**src/rtl/tasf_defs.svh**
```systemverilog
// constants of the three axis sample buffer: register map, field layout and mode codes
// assumes it is included by bare name in the package and in the design modules
`ifndef TASF_DEFS_SVH
`define TASF_DEFS_SVH

// ---------------------------------------------------------------
// register sub-addresses (low seven bits of the sub-address)
// ---------------------------------------------------------------
`define TASF_ADDR_X_LOW 7'h28
`define TASF_ADDR_X_HIGH 7'h29
`define TASF_ADDR_Y_LOW 7'h2a
`define TASF_ADDR_Y_HIGH 7'h2b
`define TASF_ADDR_Z_LOW 7'h2c
`define TASF_ADDR_Z_HIGH 7'h2d
`define TASF_ADDR_CTRL 7'h30
`define TASF_ADDR_SRC 7'h31
`define TASF_ADDR_PINCFG 7'h32

// ---------------------------------------------------------------
// sub-address and field layout
// ---------------------------------------------------------------
`define TASF_SUB_INC_BIT 7
`define TASF_MODE_HI 7
`define TASF_MODE_LO 5
`define TASF_WTM_HI 4
`define TASF_WTM_LO 0
`define TASF_SRC_WTM_BIT 7
`define TASF_SRC_FULL_BIT 6
`define TASF_SRC_EMPTY_BIT 5
`define TASF_CFG_WTM_BIT 2
`define TASF_CFG_FULL_BIT 1
`define TASF_CFG_EMPTY_BIT 0

// ---------------------------------------------------------------
// reset values, mode codes and sizes
// ---------------------------------------------------------------
`define TASF_CTRL_RESET 8'h00
`define TASF_PINCFG_RESET 3'h0
`define TASF_MODE_BYPASS 3'h0
`define TASF_MODE_FIFO 3'h1
`define TASF_MODE_STREAM 3'h2
`define TASF_MODE_TRIGGER 3'h3
`define TASF_DEPTH 32
`define TASF_PTR_W 5
`define TASF_LVL_W 6
`define TASF_LVL_FULL 6'h20
`define TASF_CHANNELS 3

`endif

```
**src/rtl/tasf_pkg.sv**
```systemverilog
// types shared by the three axis sample buffer modules
// assumes tasf_defs.svh is on the include path
`include "tasf_defs.svh"

package tasf_pkg;
    // buffer mode field as held in the control register
    typedef logic [2:0] tasf_mode_t;
    // one rate sample of one axis
    typedef logic [15:0] tasf_sample_t;
    // fill level of one channel buffer, 0 to 32
    typedef logic [5:0] tasf_level_t;
    // register sub-address without the increment bit
    typedef logic [6:0] tasf_addr_t;
endpackage : tasf_pkg

```
**src/rtl/tasf_ring.sv**
```systemverilog
// one channel ring buffer of 32 samples with a fill counter
// assumes the caller never asks for push and clear together to mean anything but clear
`timescale 1ns/1ns
`default_nettype none
`include "tasf_defs.svh"

module tasf_ring (
    // clock and reset
    input wire logic mclk_i,
    input wire logic arst_n_i,
    // control
    input wire logic clear_i,
    input wire logic push_i,
    input wire logic overwrite_i,
    input wire logic pop_i,
    // data
    input wire tasf_pkg::tasf_sample_t wdata_i,
    output tasf_pkg::tasf_sample_t head_o,
    // state
    output tasf_pkg::tasf_level_t level_o,
    output logic empty_o,
    output logic full_o
);
    import tasf_pkg::*;

    // ---------------------------------------------------------------
    // storage and pointers
    // ---------------------------------------------------------------
    tasf_sample_t mem [`TASF_DEPTH]; // sample slots
    logic [`TASF_PTR_W-1:0] wr_ptr; // next slot to write
    logic [`TASF_PTR_W-1:0] rd_ptr; // oldest stored slot
    tasf_level_t count; // fill counter
    logic pop_ok; // a pop that really removes
    logic push_ok; // a push that lands in memory
    logic drop_old; // stream overwrite of the oldest entry

    assign empty_o = (count == '0);
    assign full_o = (count == `TASF_LVL_FULL);
    assign level_o = count;
    assign head_o = mem[rd_ptr];
    assign pop_ok = pop_i && !empty_o;
    // a full buffer still takes a sample if a pop frees a slot or overwrite is allowed
    assign push_ok = push_i && (!full_o || pop_ok || overwrite_i);
    assign drop_old = push_i && full_o && !pop_ok && overwrite_i;

    // ---------------------------------------------------------------
    // memory write
    // ---------------------------------------------------------------
    // no reset on the array so it can map to plain storage
    always_ff @(posedge mclk_i) begin
        if (push_ok && !clear_i) begin
            mem[wr_ptr] <= wdata_i;
        end
    end

    // ---------------------------------------------------------------
    // pointers and counter
    // ---------------------------------------------------------------
    always_ff @(posedge mclk_i or negedge arst_n_i) begin
        if (!arst_n_i) begin
            wr_ptr <= '0;
            rd_ptr <= '0;
            count <= '0;
        end else if (clear_i) begin
            // emptied whenever bypass is selected
            wr_ptr <= '0;
            rd_ptr <= '0;
            count <= '0;
        end else begin
            if (push_ok) begin
                wr_ptr <= wr_ptr + 1'b1;
            end
            if (pop_ok || drop_old) begin
                rd_ptr <= rd_ptr + 1'b1;
            end
            if (push_ok && !drop_old && !pop_ok) begin
                count <= count + 1'b1;
            end else if (pop_ok && !push_ok) begin
                count <= count - 1'b1;
            end
        end
    end
endmodule : tasf_ring

`default_nettype wire

```
**src/rtl/tasf_buffer.sv**
```systemverilog
// three axis sample buffer: modes, watermark, status, output registers and register access
// assumes samples arrive as a one-cycle strobe on mclk_i and the register port is on mclk_i
`timescale 1ns/1ns
`default_nettype none
`include "tasf_defs.svh"

// Summary of operation
// - three separate 32-sample 16-bit channel buffers
// - four modes chosen by buffer mode field
// - watermark level is control bits 4 to 0
// - watermark, empty, full each gate irq pin
// - bypass keeps buffer empty, live overwrite
// - fifo stores samples, watermark at level
// - fifo stops accepting when 32 filled
// - writing bypass restarts collection after full
// - stream drops oldest when full, same watermark
// - buffered modes return stored data on reads
// - x high read, or x low read without increment, loads and removes oldest
// - burst wraps from z high to x low
// - sub-address msb selects address auto-increment
module tasf_buffer (
    // clock and reset
    input wire logic mclk_i,
    input wire logic arst_n_i,
    // rate samples from the sensing chain
    input wire logic sample_valid_i,
    input wire tasf_pkg::tasf_sample_t sample_x_i,
    input wire tasf_pkg::tasf_sample_t sample_y_i,
    input wire tasf_pkg::tasf_sample_t sample_z_i,
    // register access from the serial front end
    input wire logic reg_sel_i,
    input wire logic [7:0] reg_sub_i,
    input wire logic reg_rd_i,
    input wire logic reg_wr_i,
    input wire logic [7:0] reg_wdata_i,
    output logic [7:0] reg_rdata_o,
    output logic reg_rvalid_o,
    // interrupt pin
    output logic ready_irq2_pin_o
);
    import tasf_pkg::*;

    // ---------------------------------------------------------------
    // registers and state
    // ---------------------------------------------------------------
    tasf_mode_t buffer_mode; // buffer_mode_field
    logic [4:0] watermark_level; // threshold on fill level
    logic [2:0] interrupt_pin_config; // per-event irq enables
    tasf_addr_t addr_ptr; // current register address
    logic auto_inc; // increment after each access
    tasf_sample_t rate_x; // axis output registers
    tasf_sample_t rate_y;
    tasf_sample_t rate_z;
    tasf_sample_t head [`TASF_CHANNELS]; // oldest entry per channel
    tasf_sample_t wdata [`TASF_CHANNELS]; // incoming sample per channel
    tasf_level_t level [`TASF_CHANNELS]; // fill level per channel
    logic empty [`TASF_CHANNELS];
    logic full [`TASF_CHANNELS];
    logic buffered; // fifo, stream or trigger
    logic overwrite; // stream or trigger
    logic clear; // bypass holds buffers empty
    logic push; // sample offered to buffers
    logic pop; // register read that drains one entry
    logic wtm_flag; // fill level reached the watermark
    logic [7:0] src_value; // buffer_source_register contents
    logic [7:0] next_rdata; // read mux output

    // ---------------------------------------------------------------
    // mode decode
    // ---------------------------------------------------------------
    // codes other than fifo, stream and trigger behave as bypass
    assign buffered = (buffer_mode == `TASF_MODE_FIFO) || overwrite;
    assign overwrite = (buffer_mode == `TASF_MODE_STREAM) || (buffer_mode == `TASF_MODE_TRIGGER);
    assign clear = !buffered;
    assign push = sample_valid_i && buffered;

    // a read of x high, or a non-incrementing read of x low, drains one entry
    assign pop = reg_rd_i && buffered &&
                 ((addr_ptr == `TASF_ADDR_X_HIGH) || ((addr_ptr == `TASF_ADDR_X_LOW) && !auto_inc));

    assign wdata[0] = sample_x_i;
    assign wdata[1] = sample_y_i;
    assign wdata[2] = sample_z_i;

    // ---------------------------------------------------------------
    // channel buffers
    // ---------------------------------------------------------------
    // all channels share strobes, so their levels stay equal
    for (genvar ch = 0; ch < `TASF_CHANNELS; ch++) begin : g_chan
        tasf_ring u_ring (
            .mclk_i(mclk_i),
            .arst_n_i(arst_n_i),
            .clear_i(clear),
            .push_i(push),
            .overwrite_i(overwrite),
            .pop_i(pop),
            .wdata_i(wdata[ch]),
            .head_o(head[ch]),
            .level_o(level[ch]),
            .empty_o(empty[ch]),
            .full_o(full[ch])
        );
    end

    // ---------------------------------------------------------------
    // status and interrupt
    // ---------------------------------------------------------------
    assign wtm_flag = buffered && (level[0] >= {1'b0, watermark_level});
    always_comb begin
        src_value = 8'h00;
        src_value[`TASF_SRC_WTM_BIT] = wtm_flag;
        src_value[`TASF_SRC_FULL_BIT] = full[0];
        src_value[`TASF_SRC_EMPTY_BIT] = empty[0];
        // level 32 reads as 0 here; the full bit tells it apart
        src_value[4:0] = level[0][4:0];
    end

    // irq pin follows the enabled conditions as levels
    assign ready_irq2_pin_o = (interrupt_pin_config[`TASF_CFG_WTM_BIT] && wtm_flag) ||
                              (interrupt_pin_config[`TASF_CFG_FULL_BIT] && full[0]) ||
                              (interrupt_pin_config[`TASF_CFG_EMPTY_BIT] && empty[0]);

    // ---------------------------------------------------------------
    // control register writes
    // ---------------------------------------------------------------
    always_ff @(posedge mclk_i or negedge arst_n_i) begin
        if (!arst_n_i) begin
            buffer_mode <= 3'(`TASF_CTRL_RESET >> `TASF_MODE_LO);
            // low five bits of the control reset value
            watermark_level <= 5'(`TASF_CTRL_RESET);
            interrupt_pin_config <= `TASF_PINCFG_RESET;
        end else if (reg_wr_i) begin
            if (addr_ptr == `TASF_ADDR_CTRL) begin
                buffer_mode <= reg_wdata_i[`TASF_MODE_HI:`TASF_MODE_LO];
                watermark_level <= reg_wdata_i[`TASF_WTM_HI:`TASF_WTM_LO];
            end
            if (addr_ptr == `TASF_ADDR_PINCFG) begin
                interrupt_pin_config <= reg_wdata_i[2:0];
            end
        end
    end

    // ---------------------------------------------------------------
    // address pointer
    // ---------------------------------------------------------------
    // a burst walking past z high goes back to x low so the host can loop
    always_ff @(posedge mclk_i or negedge arst_n_i) begin
        if (!arst_n_i) begin
            addr_ptr <= 7'h00;
            auto_inc <= 1'b0;
        end else if (reg_sel_i) begin
            addr_ptr <= reg_sub_i[6:0];
            auto_inc <= reg_sub_i[`TASF_SUB_INC_BIT];
        end else if ((reg_rd_i || reg_wr_i) && auto_inc) begin
            if (addr_ptr == `TASF_ADDR_Z_HIGH) begin
                addr_ptr <= `TASF_ADDR_X_LOW;
            end else begin
                addr_ptr <= addr_ptr + 1'b1;
            end
        end
    end

    // ---------------------------------------------------------------
    // axis output registers
    // ---------------------------------------------------------------
    // bypass shows the live sample; buffered modes only change on a drain
    always_ff @(posedge mclk_i or negedge arst_n_i) begin
        if (!arst_n_i) begin
            rate_x <= 16'h0000;
            rate_y <= 16'h0000;
            rate_z <= 16'h0000;
        end else if (!buffered && sample_valid_i) begin
            rate_x <= sample_x_i;
            rate_y <= sample_y_i;
            rate_z <= sample_z_i;
        end else if (pop && !empty[0]) begin
            rate_x <= head[0];
            rate_y <= head[1];
            rate_z <= head[2];
        end
    end

    // ---------------------------------------------------------------
    // read data
    // ---------------------------------------------------------------
    always_comb begin
        case (addr_ptr)
            `TASF_ADDR_X_LOW: next_rdata = rate_x[7:0];
            `TASF_ADDR_X_HIGH: next_rdata = rate_x[15:8];
            `TASF_ADDR_Y_LOW: next_rdata = rate_y[7:0];
            `TASF_ADDR_Y_HIGH: next_rdata = rate_y[15:8];
            `TASF_ADDR_Z_LOW: next_rdata = rate_z[7:0];
            `TASF_ADDR_Z_HIGH: next_rdata = rate_z[15:8];
            `TASF_ADDR_CTRL: next_rdata = {buffer_mode, watermark_level};
            `TASF_ADDR_SRC: next_rdata = src_value;
            `TASF_ADDR_PINCFG: next_rdata = {5'h00, interrupt_pin_config};
            // unmapped addresses read as zero
            default: next_rdata = 8'h00;
        endcase
    end

    // the byte leaves before the output register is reloaded by the same read
    always_ff @(posedge mclk_i or negedge arst_n_i) begin
        if (!arst_n_i) begin
            reg_rdata_o <= 8'h00;
            reg_rvalid_o <= 1'b0;
        end else begin
            reg_rvalid_o <= reg_rd_i;
            if (reg_rd_i) begin
                reg_rdata_o <= next_rdata;
            end
        end
    end
endmodule : tasf_buffer

`default_nettype wire

```
**config.mk**
```make
export PLATFORM = sky130hd
export DESIGN_NAME = tasf_buffer
export DESIGN_NICKNAME = d
export VERILOG_FILES = /design/src/rtl/tasf_pkg.sv /design/src/rtl/tasf_ring.sv /design/src/rtl/tasf_buffer.sv
export VERILOG_INCLUDE_DIRS = /design/src /design/src/rtl
export SDC_FILE = /design/constraint.sdc
export NUM_CORES = 2
export LEC_CHECK = 0
export BUFFER_PORTS_ARGS = -buffer_cell sky130_fd_sc_hd__buf_4
export CORE_MARGIN = 4
export CORE_UTILIZATION = 45
export CTS_CLUSTER_SIZE = 20
export DETAILED_ROUTE_END_ITERATION = 8
export GPL_ROUTABILITY_DRIVEN = 0
export REMOVE_ABC_BUFFERS = 1
export SETUP_SLACK_MARGIN = 0.2
export SYNTH_ARGS = -nofsm -noshare
export SYNTH_HDL_FRONTEND = slang
export SYNTH_HIERARCHICAL = 1
export SYNTH_SLANG_ARGS = --single-unit
```
**constraint.sdc**
```tcl
create_clock -name mclk_i -period 3.3 [get_ports mclk_i]
set_input_delay 0.99 -clock mclk_i [delete_from_list [all_inputs] [get_ports mclk_i]]
set_output_delay 0.99 -clock mclk_i [all_outputs]
set_load 0.01 [all_outputs]
```
# Word-level counts from Yosys, hierarchy flattened
# Memory sizes are Yosys's and may differ from the RTL's.
# Cells that the tools add are included.
[word_totals]
register_bits = 124
mem_bits_rw = 1536
in_bits = 70
output_inout_bits = 10
wordCells = 173
mem_count = 3
[mem_list]
columns = ["name", "words", "width", "read_ports", "rd_ports_with_merged_regs", "wr", "line_no", "text"]
rows = [
  ["g_chan[0].u_ring.mem", 32, 16, 1, 0, 1, "tasf_ring.sv:29", "tasf_sample_t mem [`TASF_DEPTH];"],
  ["g_chan[1].u_ring.mem", 32, 16, 1, 0, 1, "tasf_ring.sv:29", ""],
  ["g_chan[2].u_ring.mem", 32, 16, 1, 0, 1, "tasf_ring.sv:29", ""],
]
[op_classes]
add_sub_neg = 13
order_cmp = 1
n_eq_ne = 24
mux = 37
reduce_logical = 76
[op_table]
columns = ["op", "count"]
rows = [
  ["16-bit 2-to-1 mux", 6],
  ["8-bit case mux with 9 select lines", 1],
  ["7-bit by 6-bit equality test with 1-bit output, second input constant", 9],
  ["5-bit 2-to-1 mux", 12],
  ["6-bit 2-to-1 mux", 9],
  ["1-bit logical AND", 37],
  ["5-bit by 1-bit adder with 5-bit output, second input constant", 6],
  ["7-bit 2-to-1 mux", 3],
  ["6-bit by 1-bit adder with 6-bit output, second input constant", 3],
  ["6-bit equality test, second input constant", 3],
  ["6-bit zero test", 3],
  ["6-bit by 1-bit subtractor with 6-bit output, second input constant", 3],
  ["1-bit zero test", 17],
  ["1-bit logical OR", 15],
  ["2-bit by 1-bit inequality test with 1-bit output, second input constant", 6],
  ["3-bit by 1-bit inequality test with 1-bit output, second input constant", 3],
  ["7-bit by 1-bit adder with 7-bit output, second input constant", 1],
  ["3-bit by 2-bit equality test with 1-bit output, second input constant", 2],
  ["6-bit by 5-bit greater-or-equal comparator with 1-bit output", 1],
  ["1-bit 2-to-1 mux", 6],
  ["2-bit AND reduction", 2],
  ["2-bit nonzero test", 2],
  ["3-bit by 1-bit equality test with 1-bit output, second input constant", 1],
]

# Logic depth before layout (Yosys ltp)
[logic_depth]
word_depth = 14
ltp_mapped = 16
depth_no_buf = 15

# Hierarchy
# The synthesis kept the hierarchy.
[by_module_without_submodules]
columns = ["module", "instances", "cells_per_inst", "area_per_inst_um2", "seq_area_each_um2"]
rows = [
  ["tasf_ring at g_chan[1].u_ring ...", 2, 882, 20564.7, 15775.1],
  ["tasf_ring at g_chan[0].u_ring", 1, 882, 20596.0, 15775.1],
  ["tasf_buffer", 1, 479, 4154.0, 1901.8],
]

# Worst setup path before layout
# Ideal clock, no wire load.
[synth_timing]
path_type = "input to register"
startpoint = "in reg_rd_i"
endpoint = "mem g_chan[0].u_ring/mem[29][0] (netlist name) (enable)"
arrival_time_ns = 3.389
required_time_ns = 2.912
setup_slack_ns = -0.478
path_stages = 7
path_cell_list = "clkbuf_1 > clkbuf_1 > and3_1 > nor3_1 > nor3b_1 > nand2_1 > nor2_1"
[synth_between]
elab_chain_len = 9
[synth_lines]
columns = ["item", "line_no", "text"]
rows = [
  ["start: declaration", "tasf_buffer.sv:33", "input wire logic reg_rd_i,"],
  ["1-bit logical AND (2 in series)", "tasf_buffer.sv:78", "assign pop = reg_rd_i && buffered &&"],
  ["net pop", "tasf_buffer.sv:63", "logic pop;"],
  ["1-bit logical AND", "tasf_ring.sv:41", "assign pop_ok = pop_i && !empty_o;"],
  ["1-bit logical OR (2 in series)", "tasf_ring.sv:43", "assign push_ok = push_i && (!full_o || pop_ok || overwrite_i);"],
  ["1-bit logical AND", "tasf_ring.sv:43", ""],
  ["1-bit logical AND", "tasf_ring.sv:51", "if (push_ok && !clear_i) begin"],
  ["1-bit 2-to-1 mux", "tasf_ring.sv:51", ""],
  ["1-bit 2-to-1 mux (implied by the code)", "tasf_ring.sv:52", "mem[wr_ptr] <= wdata_i;"],
  ["end: declaration", "tasf_ring.sv:29", ""],
]
# The timed path passes the listed nets, and every way through them passes these cells.

==> impl_metrics.py <==
metrics = {
    "outcome": {
        "status": "finished with violations",
        "violations": "negative setup slack",
    },
    "routing": {
        "drc": 0,
        "viasPerCell": 5.870,
        "vias": 32300,
        "drt_pass1_iterations": 6,
        "first_iter_violations": 3247,
        "routed_wl_microns": 154200,
        "avgRoutedWirePerCell_microns": 28.03,
        "ant_nets": 0,
    },
    "grt": {
        "grt-ovfl-total": 0,
        "gr-usage-all-layers_pct": 20.46,
        "grt_pass1_vias": 33190,
        "grt_max_degree": 72,
        "grt_pass1_wl_microns": 228700,
        "antenna_found_initial": 9,
    },
    "floorplanning": {
        "dieArea_sq_mm": 0.1526,
        "start_util_pct": 45.25,
        "fp.dieW_microns": 390.6,
        "io_pins": 80,
        "rows": 140,
        "die_y_microns": 390.6,
        "core_area_sq_mm": 0.1456,
    },
    "setup_path": {
        "arrival_ps": 2410,
        "path_cells": "buf_4, nor2_2, nand3_2, inv_1, a22oi_1, nand2_2, buf_6",
        "reg2reg_to": "g_chan[0].u_ring/level_o[5]$_DFFE_PN0P_",
        "worst_setup_path_end_kind": "output pin",
        "crit_path_end": "ready_irq2_pin_o",
        "r2r_cells": 16,
        "max_stage_delay_ps": 440,
        "rr_startpoint": "addr_ptr[0]$_DFFE_PN0P_",
        "path_depth": 7,
        "critPathLaunchType": "register",
        "cp.required_ps": 2310,
        "r2r_slack_ps": 200,
        "crit_slowest_cell": "dfrtp_2",
        "critPathMaxFanout": 6,
        "crit_start": "g_chan[0].u_ring/level_o[3]$_DFFE_PN0P_",
        "path_class": "register to output pin",
        "cp_top_family": "simple AND/OR/NAND/NOR gates",
        "path_buf_inv": 3,
    },
    "cts": {
        "htree_levels": 4,
        "cts.path.max_buffers": 3,
        "worst_skew_pair.late_latency_ps": 800,
        "cts_tree": "yes",
        "clk_pin_slew_ps": 60,
        "cts.sinks": 1660,
        "cts_root_buf": "clkbuf_16",
        "cts-buffers-inserted": 167,
    },
    "final_layout": {
        "fin_nets": 3555,
        "syn_to_final_growth_pct": 16.76,
        "stdcell_area_sq_mm": 0.07691,
        "final_layout_size_suffix_gt1_share_pct": 34.89,
    },
    "placed_design": {
        "io_buffers": 79,
        "place_area_sq_mm": 0.07102,
        "dpl.hpwl_microns": 97590,
    },
    "pwr": {
        "ir_drop_mv": 0.5183,
        "p_leak_nw": 24.16,
        "total_power_mw": 45.70,
        "power.density_mw_per_mm2": 594.2,
    },
    "timing": {
        "worstMarginPinSlew_ps": 991.6,
        "slew_viol_final": 0,
        "rsz0062_at_grt": "true",
        "hold_violations": 0,
        "timing.final.crit_period_ps": 3396,
        "setup_viol": 1,
        "finClkSkew_ps": 20.40,
        "hold_slack_ps": 142.9,
        "max_freq_mhz": 294.4,
        "fin_ws_ps": -96.27,
        "relSlewSlack_pct": 33.89,
        "period_share_pct": 102.9,
    },
    "logic_synthesis": {
        "postSynthCellCount": 3123,
        "postSynthAreaPerCell_sq_um": 21.09,
        "syn_area_sq_mm": 0.06587,
        "ys_warn_count": 6,
    },
    "min_path": {
        "worstHoldPathType": "input port to async pin",
    },
    "job": {
        "maxCapViolations": 0,
    },
}
## state kept, by name, summed over array words and instances, names as in the netlist, 3 cells and up
register               count
buffer_mode                3
rate_x                    16
g_chan.u_ring/wr_ptr      15
g_chan.u_ring/mem       1536
interrupt_pin_config       3
rate_y                    16
g_chan.u_ring/level_o     18
watermark_level            5
reg_rdata_o                8
addr_ptr                   7
rate_z                    16
g_chan.u_ring/rd_ptr      15
## final cells by class
type / count / area (sq um)
Fill cell: 11100 / 68650
Sequential cell: 1660 / 49260
Multi-Input combinational cell: 1259 / 16120
Clock buffer: 215 / 4410
Timing Repair Buffer: 323 / 3540
Tap cell: 1917 / 2399
Clock inverter: 91 / 1041
Inverter: 35 / 133.9
Antenna cell: 2 / 5.005
## metal layers
layer  vias up  GRT usage, %  wire length, microns
li1      13610             -                     -
met1     17270         29.93                 65690
met2      1176         31.91                 73820
met3       230         3.961                 11210
met4         6         5.406                  3485
met5         -             0                    37
## per-stage QoR
step / std cells / setup slack (ps) / TNS, ps / utilization (%)
2_1_floorplan: 2954 / -3429 / -450880 / -
3_3_place_gp: 5178 / -129.2 / -26290 / 48.79
3_5_place_dp: 5178 / -147.9 / -32010 / 48.79
4_1_cts: 5493 / -47.35 / -47.35 / 52.67
5_1_grt: 5500 / -168.0 / -168.0 / 52.83
6_report: 5502 / -96.27 / -96.27 / 52.84
## how the worst min path moves through the flow
stage	start	to	slack, ps
after floorplan	g_chan[1].u_ring/level_o[4]$_DFFE_PN0P_	g_chan[1].u_ring/level_o[4]$_DFFE_PN0P_	490
after global placement	g_chan[2].u_ring/level_o[4]$_DFFE_PN0P_	g_chan[2].u_ring/level_o[4]$_DFFE_PN0P_	520
after detailed placement	g_chan[1].u_ring/level_o[4]$_DFFE_PN0P_	g_chan[1].u_ring/level_o[4]$_DFFE_PN0P_	520
after CTS	arst_n_i	g_chan[0].u_ring/wr_ptr[3]$_DFFE_PN0P_	100
after global routing	arst_n_i	rate_x[8]$_DFFE_PN0P_	130
final	arst_n_i	g_chan[0].u_ring/rd_ptr[4]$_DFFE_PN0P_	140
## power by group
| part | switching (mW) | internal [mW] |
|---|---|---|
| sequential | 0.412 | 23.4 |
| combinational | 1.88 | 1.23 |
| clock | 7.90 | 10.9 |
## cells in the final DEF (no fill, tap or decap), types with 7 or more instances in the layout
cell          n
ha_4          8
nor2_1      132
nand4_1      12
xor2_1       27
nand3b_1     10
xnor2_1       9
bufinv_16    18
buf_12       87
nor2_2       79
o31ai_1      10
clkbuf_1     44
clkinv_1     29
buf_6         7
mux4_2      480
ha_1         28
a222oi_1     10
nand2_2       9
inv_1        28
a31oi_1      56
mux2_2       60
a211oi_1      8
a21oi_1      25
nand2_1     136
dfrtp_1     108
nand3_1       9
edfxtp_1   1536
a21o_1       11
clkbuf_16   168
clkinv_2     21
nor3_1       14
dfrtp_2      10
buf_4       229
a22oi_1      11
## what timing repair did
| action | in CTS | in global routing |
|---|---|---|
| setup buffers | 9 | 7 |
| setup endpoints to repair | 1304 | 970 |
| pin swaps | 6 | 25 |
| hold buffers | 0 | 0 |
| resized for setup | 43 | 41 |
No activity file was read; power rests on OpenSTA's default activity.
